### src/design/wdm_pkg.sv
// constants for the watchdog and group management interrupt block
//
// Function
// - timeout 1..255, units bit selects seconds/minutes
// - reload value zero disables, resets to zero
// - nonzero reload write restarts countdown
// - count zero halts, sets timeout status
// - host may set or clear status
// - keyboard, mouse, joystick activity individually enabled
// - enabled activity reloads count, clears status
// - interrupt request follows status on channel
// - force bit zeroes count, sets status
// - pin polarity and buffer type selectable
// - group interrupt ORs enabled status bits
// - pin driven only while enable2 bit7
// - enable2 bit6 routes group to IRQ2
// - enable2 bit5 routes group to wake
// - gpio status edge follows polarity, either-edge
// - gpio status cleared only by write-one
// - latched gpio status gated by enable
// - function status ignores writes; infrared read-clears
// - live function events gated by enable
// - sources: parallel, serial, floppy, midi, watchdog...
// - device interrupt status bit3, write-one clears
`default_nettype none
package wdm_pkg;
  localparam logic [7:0] ADDR_UNITS = 8'h52;
  localparam logic [7:0] ADDR_VAL   = 8'h53;
  localparam logic [7:0] ADDR_CFG   = 8'h54;
  localparam logic [7:0] ADDR_CTRL  = 8'h55;
  localparam logic [7:0] ADDR_STS1  = 8'h40;
  localparam logic [7:0] ADDR_STS2  = 8'h41;
  localparam logic [7:0] ADDR_STS3  = 8'h42;
  localparam logic [7:0] ADDR_STS5  = 8'h44;
  localparam logic [7:0] ADDR_EN1   = 8'h48;
  localparam logic [7:0] ADDR_EN5   = 8'h4c;
  localparam logic [7:0] ADDR_WAKE3 = 8'h50;
  localparam int UNITS_MIN_BIT  = 7;
  localparam int CTRL_STS_BIT   = 0;
  localparam int CTRL_FORCE_BIT = 2;
  localparam int CFG_KBD_BIT    = 0;
  localparam int CFG_MOUSE_BIT  = 1;
  localparam int CFG_JOY_BIT    = 2;
  localparam int CFG_CHAN_LSB   = 4;
  localparam int EN2_PIN_BIT    = 7;
  localparam int EN2_SERIRQ_BIT = 6;
  localparam int EN2_WAKE_BIT   = 5;
  localparam int WAKE3_DEV_BIT  = 3;
  localparam int GPIO_N         = 24;
  localparam logic [7:0] VAL_RST = 8'h00;
  localparam logic [7:0] REG_RST = 8'h00;
  localparam logic [14:0] TICKS_PER_SEC = 15'h7fff;
  localparam logic [5:0]  SEC_PER_MIN   = 6'h3b;
endpackage : wdm_pkg
`default_nettype wire

### src/design/wdm_watchdog_mgmt_int.sv
// watchdog timer with group management interrupt aggregation
`default_nettype none
module wdm_watchdog_mgmt_int (
  input  wire logic                      i_core_clk,
  input  wire logic                      i_reset,
  input  wire logic                      i_tick_32k,
  input  wire logic [7:0]                i_reg_addr,
  input  wire logic                      i_reg_wr,
  input  wire logic                      i_reg_rd,
  input  wire logic [7:0]                i_reg_wdata,
  output logic      [7:0]                o_reg_rdata,
  input  wire logic                      i_kbd_irq,
  input  wire logic                      i_mouse_irq,
  input  wire logic                      i_joy_access,
  input  wire logic [4:0]                i_sio_irq,
  input  wire logic                      i_ir_event,
  input  wire logic [wdm_pkg::GPIO_N-1:0] i_gpio_evt,
  input  wire logic [wdm_pkg::GPIO_N-1:0] i_gpio_invert,
  input  wire logic [wdm_pkg::GPIO_N-1:0] i_gpio_either_edge,
  input  wire logic                      i_mgmt_pin_sel,
  input  wire logic                      i_mgmt_pin_invert,
  input  wire logic                      i_mgmt_pin_push_pull,
  output logic                           o_mgmt_int_pin_o,
  output logic                           o_mgmt_int_pin_oe_n,
  output logic                           o_serirq_irq2,
  output logic                           o_device_int_status,
  output logic                           o_wdt_irq_req,
  output logic      [3:0]                o_wdt_irq_chan,
  output logic                           o_group_mgmt_int
);
  import wdm_pkg::*;

  logic [7:0]        units_q;
  logic [7:0]        val_q;
  logic [7:0]        cfg_q;
  logic [7:0]        cnt_q;
  logic [7:0]        cnt_d;
  logic              sts_q;
  logic              sts_d;
  logic [14:0]       pre_q;
  logic [5:0]        min_q;
  logic              kbd_prev_q;
  logic              mouse_prev_q;
  logic              ir_q;
  logic              dev_q;
  logic [4:0][7:0]   en_q;
  logic [23:0]       gsts_q;
  logic [23:0]       gprev_q;
  logic [7:0]        rdata_q;

  // ------------------------------------------------------------
  // register decode
  // ------------------------------------------------------------
  wire logic a_units = i_reg_addr == ADDR_UNITS;
  wire logic a_val   = i_reg_addr == ADDR_VAL;
  wire logic a_cfg   = i_reg_addr == ADDR_CFG;
  wire logic a_ctrl  = i_reg_addr == ADDR_CTRL;
  wire logic a_sts1  = i_reg_addr == ADDR_STS1;
  wire logic a_sts2  = i_reg_addr == ADDR_STS2;
  wire logic a_wake  = i_reg_addr == ADDR_WAKE3;
  wire logic a_g = (i_reg_addr >= ADDR_STS3) && (i_reg_addr <= ADDR_STS5);
  wire logic a_en = (i_reg_addr >= ADDR_EN1) && (i_reg_addr <= ADDR_EN5);
  wire logic [7:0] g_off  = i_reg_addr - ADDR_STS3;
  wire logic [7:0] en_off = i_reg_addr - ADDR_EN1;
  wire logic [1:0] g_sel  = g_off[1:0];
  wire logic [2:0] en_sel = en_off[2:0];
  wire logic wr_val  = i_reg_wr && a_val;
  wire logic wr_ctrl = i_reg_wr && a_ctrl;
  wire logic wr_g    = i_reg_wr && a_g;
  wire logic wr_wake = i_reg_wr && a_wake;
  wire logic rd_sts2 = i_reg_rd && a_sts2;

  // ------------------------------------------------------------
  // watchdog counter
  // ------------------------------------------------------------
  wire logic kbd_rise   = i_kbd_irq & ~kbd_prev_q;
  wire logic mouse_rise = i_mouse_irq & ~mouse_prev_q;
  wire logic act = (cfg_q[CFG_KBD_BIT] & kbd_rise)
                 | (cfg_q[CFG_MOUSE_BIT] & mouse_rise)
                 | (cfg_q[CFG_JOY_BIT] & i_joy_access);
  wire logic force_to = wr_ctrl & i_reg_wdata[CTRL_FORCE_BIT];
  wire logic restart  = wr_val | act;
  wire logic sec_tick = i_tick_32k && (pre_q == TICKS_PER_SEC);
  wire logic min_mode = units_q[UNITS_MIN_BIT];
  wire logic unit_tick = sec_tick && (!min_mode || min_q == SEC_PER_MIN);
  wire logic dec = unit_tick && (cnt_q != 8'h00) && !restart && !force_to;
  wire logic tmo = dec && (cnt_q == 8'h01);

  // a zero reload leaves the counter parked at zero
  assign cnt_d = force_to ? 8'h00 :
                 wr_val   ? i_reg_wdata :
                 act      ? val_q :
                 dec      ? cnt_q - 8'h01 : cnt_q;
  // hardware sets win over a host clear in the same cycle
  assign sts_d = tmo | force_to |
                 (wr_ctrl ? i_reg_wdata[CTRL_STS_BIT] :
                  (act ? 1'b0 : sts_q));

  always_ff @(posedge i_core_clk or posedge i_reset) begin
    if (i_reset) begin
      cnt_q <= REG_RST;
      sts_q <= 1'b0;
    end else begin
      cnt_q <= cnt_d;
      sts_q <= sts_d;
    end
  end

  // prescaler restarts on reload so the first unit is a full one
  always_ff @(posedge i_core_clk or posedge i_reset) begin
    if (i_reset) begin
      pre_q <= 15'h0000;
      min_q <= 6'h00;
    end else if (restart) begin
      pre_q <= 15'h0000;
      min_q <= 6'h00;
    end else if (i_tick_32k) begin
      pre_q <= sec_tick ? 15'h0000 : pre_q + 15'h0001;
      if (sec_tick) begin
        min_q <= (min_q == SEC_PER_MIN) ? 6'h00 : min_q + 6'h01;
      end
    end
  end

  assign o_wdt_irq_chan = cfg_q[CFG_CHAN_LSB +: 4];
  assign o_wdt_irq_req  = (o_wdt_irq_chan != 4'h0) & sts_q;

  // ------------------------------------------------------------
  // host registers
  // ------------------------------------------------------------
  always_ff @(posedge i_core_clk or posedge i_reset) begin
    if (i_reset) begin
      units_q <= REG_RST;
      val_q   <= VAL_RST;
      cfg_q   <= REG_RST;
      en_q    <= '0;
    end else if (i_reg_wr) begin
      if (a_units) units_q <= i_reg_wdata;
      if (a_val)   val_q   <= i_reg_wdata;
      if (a_cfg)   cfg_q   <= i_reg_wdata;
      if (a_en)    en_q[en_sel] <= i_reg_wdata;
    end
  end

  // ------------------------------------------------------------
  // event status
  // ------------------------------------------------------------
  // function events are live levels except infrared, which latches until read, and the latched watchdog status; writes to them are ignored
  wire logic [7:0] sts1 = {3'h0, i_sio_irq};
  wire logic [7:0] sts2 = {4'h0, sts_q, i_kbd_irq,
                           i_mouse_irq, ir_q};
  wire logic [23:0] g_rise = i_gpio_evt & ~gprev_q;
  wire logic [23:0] g_fall = ~i_gpio_evt & gprev_q;
  wire logic [23:0] g_set =
      (i_gpio_either_edge & (g_rise | g_fall)) |
      (~i_gpio_either_edge & ~i_gpio_invert & g_rise) |
      (~i_gpio_either_edge & i_gpio_invert & g_fall);
  wire logic [23:0] g_wmask =
      wr_g ? (24'(i_reg_wdata) << {g_sel, 3'b000}) : 24'h000000;
  wire logic [23:0] g_en = {en_q[4], en_q[3], en_q[2]};

  always_ff @(posedge i_core_clk or posedge i_reset) begin
    if (i_reset) begin
      gsts_q       <= 24'h000000;
      gprev_q      <= 24'h000000;
      kbd_prev_q   <= 1'b0;
      mouse_prev_q <= 1'b0;
      ir_q         <= 1'b0;
      dev_q        <= 1'b0;
    end else begin
      gsts_q       <= g_set | (gsts_q & ~g_wmask);
      gprev_q      <= i_gpio_evt;
      kbd_prev_q   <= i_kbd_irq;
      mouse_prev_q <= i_mouse_irq;
      ir_q         <= i_ir_event | (ir_q & ~rd_sts2);
      dev_q        <= (o_group_mgmt_int & en_q[1][EN2_WAKE_BIT]) |
                      (dev_q & ~(wr_wake &
                                 i_reg_wdata[WAKE3_DEV_BIT]));
    end
  end

  // ------------------------------------------------------------
  // group interrupt and routing
  // ------------------------------------------------------------
  assign o_group_mgmt_int = (|(sts1 & en_q[0])) |
                            (|(sts2 & en_q[1])) |
                            (|(gsts_q & g_en));
  assign o_serirq_irq2 = o_group_mgmt_int &
                         en_q[1][EN2_SERIRQ_BIT];
  assign o_device_int_status = dev_q;

  // open drain only pulls the pin low, whatever the polarity; default active low
  wire logic pin_drive = i_mgmt_pin_sel & en_q[1][EN2_PIN_BIT];
  assign o_mgmt_int_pin_o = i_mgmt_pin_invert ? o_group_mgmt_int
                                              : ~o_group_mgmt_int;
  assign o_mgmt_int_pin_oe_n = ~(pin_drive &
      (i_mgmt_pin_push_pull | ~o_mgmt_int_pin_o));

  // ------------------------------------------------------------
  // read data
  // ------------------------------------------------------------
  wire logic [7:0] rd_mux =
      a_units ? units_q :
      a_val   ? val_q :
      a_cfg   ? cfg_q :
      a_ctrl  ? {7'h00, sts_q} :
      a_sts1  ? sts1 :
      a_sts2  ? sts2 :
      a_g     ? gsts_q[{g_sel, 3'b000} +: 8] :
      a_en    ? en_q[en_sel] :
      a_wake  ? {4'h0, dev_q, 3'h0} : 8'h00;

  always_ff @(posedge i_core_clk or posedge i_reset) begin
    if (i_reset) begin
      rdata_q <= 8'h00;
    end else if (i_reg_rd) begin
      rdata_q <= rd_mux;
    end
  end
  assign o_reg_rdata = rdata_q;

  // either-edge pins latch any change; others only the polarity edge
  wire logic [23:0] gpio_edge_chk =
      ((i_gpio_evt ^ gprev_q) & i_gpio_either_edge) |
      ((i_gpio_evt ^ gprev_q) & (i_gpio_evt ^ i_gpio_invert) &
       ~i_gpio_either_edge);
endmodule : wdm_watchdog_mgmt_int
`default_nettype wire

### config.mk
export PLATFORM = sky130hd
export DESIGN_NAME = wdm_watchdog_mgmt_int
export DESIGN_NICKNAME = d
export VERILOG_FILES = /design/src/design/wdm_pkg.sv /design/src/design/wdm_watchdog_mgmt_int.sv
export SDC_FILE = /design/constraint.sdc
export NUM_CORES = 1
export LEC_CHECK = 0
export BUFFER_PORTS_ARGS = -buffer_cell sky130_fd_sc_hd__buf_2
export CAP_MARGIN = 20
export CELL_PAD_IN_SITES_DETAIL_PLACEMENT = 0
export CELL_PAD_IN_SITES_GLOBAL_PLACEMENT = 2
export CORE_MARGIN = 3
export CORE_UTILIZATION = 40
export DETAILED_ROUTE_END_ITERATION = 8
export GPL_TIMING_DRIVEN = 0
export PLACE_DENSITY_LB_ADDON = 0.05
export SLEW_MARGIN = 20
export SYNTH_ARGS = -nofsm -noshare
export SYNTH_HDL_FRONTEND = slang
export SYNTH_SLANG_ARGS = --single-unit
export TNS_END_PERCENT = 5
### constraint.sdc
create_clock -name i_core_clk -period 11.3 [get_ports i_core_clk]
set_clock_uncertainty 0.1 [all_clocks]
set_input_delay 0 -clock i_core_clk [delete_from_list [all_inputs] [get_ports i_core_clk]]
set_output_delay 0 -clock i_core_clk [all_outputs]
set_load 0.03 [all_outputs]
### Word level (Yosys, flattened, before mapping)

Cells that the tools add are included.

| cells by class | value |
|---|---|
| add/subtract/negate cells | 5 |
| $lt $le $gt $ge | 6 |
| eq/ne operators | 10 |
| shifts and indexed selects | 2 |
| muxes and demuxes | 29 |
| bitwise operators | 51 |
| reductions and logical operators | 31 |

Operator list:

| cell | count |
|---|---|
| bitwise AND 24 bit | 9 |
| NOT 24 bit | 5 |
| two-way mux 8 bit | 14 |
| OR 24 bit | 4 |
| equality test 8 x 7 -> 1 bit (second input constant) | 7 |
| two-way mux 15 bit | 3 |
| bitwise mux 40 bit | 1 |
| binary-select mux 8 bit (select 3 bit) | 1 |
| demux 8 bit (select 3 bit) | 1 |
| two-way mux 24 bit | 1 |
| two-way mux 6 bit | 4 |
| OR reduction 24 bit | 1 |
| indexed part select 24 x 6 -> 8 bit | 1 |
| left shift 8 x 5 -> 24 bit | 1 |
| >= comparator 8 x 7 -> 1 bit (second input constant) | 2 |
| <= comparator 8 x 7 -> 1 bit (second input constant) | 2 |
| OR reduction 8 bit | 2 |
| adder 15 x 1 -> 15 bit (second input constant) | 1 |
| equality test 15 bit (second input constant) | 1 |
| bitwise AND 1 bit | 14 |
| logical AND 1 bit | 14 |
| OR 1 bit | 10 |
| AND reduction 2 bit | 5 |
| bitwise AND 4 x 8 -> 8 bit | 1 |
| 17 further kinds | 29 |

| storage, ports and cells | value |
|---|---|
| flip-flop bits (word level) | 154 |
| input port bits | 105 |
| logic and storage cells | 153 |

### Logic depth before layout (Yosys ltp)

| logic depth | value |
|---|---|
| depth in word-level cells | 13 |
| mapped depth | 7 |
| gate-level depth less buffers | 7 |

### Least setup slack after synthesis

OpenSTA, ideal clock, no wires.

| path | value |
|---|---|
| kind | register -> register |
| from | register pre_q[0] |
| to | register cnt_q[4] |
| setup time | 0.120 ns |
| arrival time | 1.844 ns |
| data required time | 11.080 ns |
| path slack | 9.236 ns |
| cell stages (with the launch flop) | 8 |
| cell sequence | dfrtp_1 ha_1 nand4_1 or4_4 buf_6 nor4b_2 nand3_1 and3_1 |

| between the ends | value |
|---|---|
| word-level cells in the longest chain between the ends | 7 |

Ends and longest elaborated chain:

| element | line | text |
|---|---|---|
| start: declaration | wdm_watchdog_mgmt_int.sv:40 | `logic [14:0] pre_q;` |
| start signal: assignment | wdm_watchdog_mgmt_int.sv:118 | `pre_q <= sec_tick ? 15'h0000 : pre_q + 15'h0001;` |
| equality test 15 bit | wdm_watchdog_mgmt_int.sv:83 | `wire logic sec_tick = i_tick_32k && (pre_q == TICKS_PER_SEC);` |
| logical AND 1 bit | wdm_watchdog_mgmt_int.sv:83 |  |
| logical AND 1 bit | wdm_watchdog_mgmt_int.sv:85 | `wire logic unit_tick = sec_tick && (!min_mode \|\| min_q == SEC_PER_MIN);` |
| logical AND 1 bit (3 in a row) | wdm_watchdog_mgmt_int.sv:86 | `wire logic dec = unit_tick && (cnt_q != 8'h00) && !restart && !force_to;` |
| nonzero test 4 bit (no line) | - |  |
| end signal: assignment | wdm_watchdog_mgmt_int.sv:104 | `cnt_q <= cnt_d;` |
| end: declaration | wdm_watchdog_mgmt_int.sv:36 | `logic [7:0] cnt_q;` |

No other way between the ends.
A chain may end at the register's enable or synchronous reset.

### Worst setup path in the final report

| path | value |
|---|---|
| from | register sts_q |
| to | output port o_mgmt_int_pin_oe_n |

| between the ends | value |
|---|---|
| word-level cells in the longest chain between the ends | 10 |

Ends and longest elaborated chain:

| element | line | text |
|---|---|---|
| start: declaration | wdm_watchdog_mgmt_int.sv:38 | `logic sts_q;` |
| start signal: assignment | wdm_watchdog_mgmt_int.sv:105 | `sts_q <= sts_d;` |
| bitwise AND 4 x 8 -> 8 bit (*) | wdm_watchdog_mgmt_int.sv:186 | `(\|(sts2 & en_q[1])) \|` |
| OR reduction 8 bit (*) | wdm_watchdog_mgmt_int.sv:186 |  |
| OR 1 bit (*) | wdm_watchdog_mgmt_int.sv:185 | `assign o_group_mgmt_int = (\|(sts1 & en_q[0])) \|` |
| OR 1 bit (*) | wdm_watchdog_mgmt_int.sv:186 |  |
| NOT 1 bit | wdm_watchdog_mgmt_int.sv:195 | `: ~o_group_mgmt_int;` |
| two-way mux 1 bit (*) | wdm_watchdog_mgmt_int.sv:194 | `assign o_mgmt_int_pin_o = i_mgmt_pin_invert ? o_group_mgmt_int` |
| NOT 1 bit (*) | wdm_watchdog_mgmt_int.sv:197 | `(i_mgmt_pin_push_pull \| ~o_mgmt_int_pin_o));` |
| OR 1 bit (*) | wdm_watchdog_mgmt_int.sv:197 |  |
| bitwise AND 1 bit (*) | wdm_watchdog_mgmt_int.sv:196 | `assign o_mgmt_int_pin_oe_n = ~(pin_drive &` |
| NOT 1 bit (*) | wdm_watchdog_mgmt_int.sv:196 |  |
| end: declaration | wdm_watchdog_mgmt_int.sv:24 | `output logic o_mgmt_int_pin_oe_n,` |

Mark *: on every way between the ends. The rest lies on a longest branch, timed or not.

==> results.sh <==
export IMPL_outcome="completed"
export IMPL_ys_warn_count=0
export IMPL_first_pass_iters=5
export IMPL_initial_core_util_pct=41.4
export IMPL_grt_total_usage_pct=23.1
export IMPL_routabilityCongestion=0.891
export IMPL_clockBufferDepth=2
export IMPL_p_int_mw=1.05
export IMPL_finalInstanceArea_um2=11300
export IMPL_cpMaxStageDelayCell="nor4_1"
export IMPL_layout_commonest_cell="dfrtp_1"
export IMPL_drtAntennaViolNets=0
export IMPL_maxCapViolCount=0
export IMPL_avgRoutedWirePerCell_um=19.8
export IMPL_nFillCells=2023
export IMPL_synth_nets=1023
export IMPL_via_per_inst=5.50
export IMPL_path_class="reg -> out"
export IMPL_final_setup_tns_ns=0
export IMPL_grt_pass1_wl_um=43200
export IMPL_rsz0062_at_grt="no"
export IMPL_finalSetupViolCount=0
export IMPL_cp_start_kind="flop"
export IMPL_crit_path_max_fanout=5
export IMPL_regArea_um2=3850
export IMPL_hpwl_um=20000
export IMPL_slew_limit_headroom_pct=41.7
export IMPL_fmaxAchievable_mhz=372
export IMPL_cts_max_level=4
export IMPL_insertion_delay_ns=0.43
export IMPL_core_region_area_um2=21400
export IMPL_placed_cell_area_um2=9840
export IMPL_p_clk_share_pct=38.1
export IMPL_grt_max_degree=85
export IMPL_synth_top_flop_cell="dfrtp_1"
export IMPL_syn2layout_area_growth_pct=27.5
export IMPL_path_buf_inv=1
export IMPL_cts_tree="built"
export IMPL_netlist_area_um2=8870
export IMPL_hp_class="in -> reg"
export IMPL_antenna_cells=0
export IMPL_syn_avg_cell_area_um2=10.3
export IMPL_async_flop_share_pct=100
export IMPL_switching_share_pct=29.4
export IMPL_row_count=53
export IMPL_gr_total_overflow=0
export IMPL_synth_seq_cells=154
export IMPL_drt_initial_drc_count=481
export IMPL_path_cells="a22oi_1, nand4_1, nor4_1, mux2_2, o2111ai_1, buf_2"
export IMPL_fin_nets=1250
export IMPL_synth_edf_count=0
export IMPL_power_density_nw_per_um2=132
export IMPL_die_h_um=155
export IMPL_period_needed_ns=2.69
export IMPL_peakVddDrop_mv=0.0838
export IMPL_power_frac_comb_pct=18.0
export IMPL_multi_input_area_um2=4620
export IMPL_pwr_share_seq_pct=43.9
export IMPL_cp_data_required_time_ns=11.20
export IMPL_cts_made_buffers=17
export IMPL_portBuffers=119
export IMPL_worstSetupEndpointType="primary output"
export IMPL_maxSlewViolCount=0
export IMPL_ys_seq_area_share_pct=43.5
export IMPL_vias=7589
export IMPL_clock_sinks=154
export IMPL_cts_root_buffer_cell="clkbuf_16"
export IMPL_synth_cell_type_count=73
export IMPL_crit_arrival_ns=2.59
export IMPL_layout_drive_gt1_share_pct=23.3
export IMPL_synthCells=865
export IMPL_worst_slew_pin_slew_ns=0.873
export IMPL_clk_pin_slew_worst_paths_ns=0.07
export IMPL_max_stage_delay_ns=0.58
export IMPL_grt_pass1_vias=7610
export IMPL_finalHoldViolations=0
export IMPL_most_common_layout_cells="dfrtp_1, buf_2, dlygate4sd3_1, nand2_1, mux2_2"
export IMPL_die_w_um=155
export IMPL_crit_family="simple AND/OR/NAND/NOR gates"
export IMPL_drc_errors=0
export IMPL_io_pins=123
export IMPL_antenna_found_initial=0
export IMPL_period_share_pct=23.8
export IMPL_wl_um=27300
export IMPL_switching_power_mw=0.438
export IMPL_p_leak_nw=5.24
export IMPL_die_area_um2=24000
==> through the flow <==
stage	total power [mW]	hold slack, ns	cells	utilization [%]	worst slack [ns]
after global routing	1.57	0.0273	1380	52.8	8.49
after CTS	1.50	0.0307	1380	52.8	8.63
after floorplan	0.811	-0.0686	865	-	7.05
after global placement	0.901	0.0404	1259	45.8	4.90
after detailed placement	0.903	0.0408	1260	46.0	8.82
final	1.49	0.0154	1380	52.8	8.61
==> power groups by stage <==
stage / Combinational [mW] / Clock (mW) / Sequential (mW)
5_1_grt: 0.300 / 0.603 / 0.662
3_3_place_gp: 0.238 / 0 / 0.663
6_report: 0.267 / 0.567 / 0.654
2_1_floorplan: 0.159 / 0 / 0.652
3_5_place_dp: 0.240 / 0 / 0.663
4_1_cts: 0.268 / 0.582 / 0.653
==> state kept, by name, summed over array words and instances (netlist names) <==
| register | flops |
|---|---|
| o_reg_rdata | 8 |
| pre_q | 15 |
| en_q | 40 |
| kbd_prev_q | 1 |
| gsts_q | 24 |
| mouse_prev_q | 1 |
| cfg_q | 8 |
| gprev_q | 24 |
| val_q | 8 |
| min_q | 6 |
| ir_q | 1 |
| units_q | 8 |
| sts_q | 1 |
| cnt_q | 8 |
| o_device_int_status | 1 |
==> cells by family after synthesis <==
kind of cell	count (synthesis)	share of synthesized area, %
fa+ha+maj	53	7.48
xor+xnor	16	1.58
flops	154	43.5
compound gates	222	17.8
simple gates	239	14.7
mux	84	10.5
buf+inv	97	4.49
==> path summary, 6_finish.rpt <==
path | cells past startpoint | from | slack [ns] | to
setup / recovery | 6 | sts_q | 8.61 | o_mgmt_int_pin_oe_n
setup reg to reg | 8 | gprev_q[3] | 8.85 | gsts_q[3]
min in group asynchronous | 3 | i_reset | 0.08 | gprev_q[6]
hold reg to reg | 2 | units_q[4] | 0.40 | o_reg_rdata[4]
hold / removal | 4 | i_gpio_invert[14] | 0.02 | gsts_q[14]
max in group asynchronous | 4 | i_reset | 10.21 | ir_q
==> Yosys cell counts (all sizes together) (8+ instances only) <==
master	instances	area, um^2
nor3	12	70.1
nand3	17	85.1
dfrtp	154	3850
xnor2	9	78.8
nor2	32	120
buf	16	93.8
nand4	15	106
and3	12	75.1
ha	53	663
mux2i	13	130
a21oi	44	220
mux2	71	800
a211oi	35	268
nor2b	32	200
nand2b	8	50.1
o21ai	22	110
nand2	77	289
clkbuf	26	97.6
inv	52	195
a21o	27	203
a22oi	28	210
==> routing by layer <==
| metal | GRT usage [%] | vias to the layer above | routed length (um) |
|---|---|---|---|
| met4 | 6.90 | 0 | 669 |
| li1 | - | 3604 | - |
| met3 | 3.84 | 32 | 1270 |
| met2 | 36.6 | 196 | 12500 |
| met1 | 32.6 | 3757 | 12800 |
| met5 | 0 | - | 0 |
==> layout make-up <==
class | count | share of cell area, %
Multi-Input combinational cell | 614 | 40.8
Sequential cell | 154 | 34.1
Timing Repair Buffer | 208 | 13.3
Clock buffer | 21 | 4.16
Tap cell | 275 | 3.04
Inverter | 55 | 1.89
Buffer | 42 | 1.69
Clock inverter | 11 | 0.996
==> tightest hold or removal path: stages <==
cell      delay (ns)
buf_2           0.09
a211oi_1        0.06
a21oi_1         0.24
a21o_1          0.12
==> timing repair <==
item / 4_1_cts / 5_1_grt
resized for setup: 0 / 0
hold endpoints to repair: 154 / 0
setup buffers: 0 / 0
hold buffers: 88 / 0
Power figures use the tool's default switching activity.
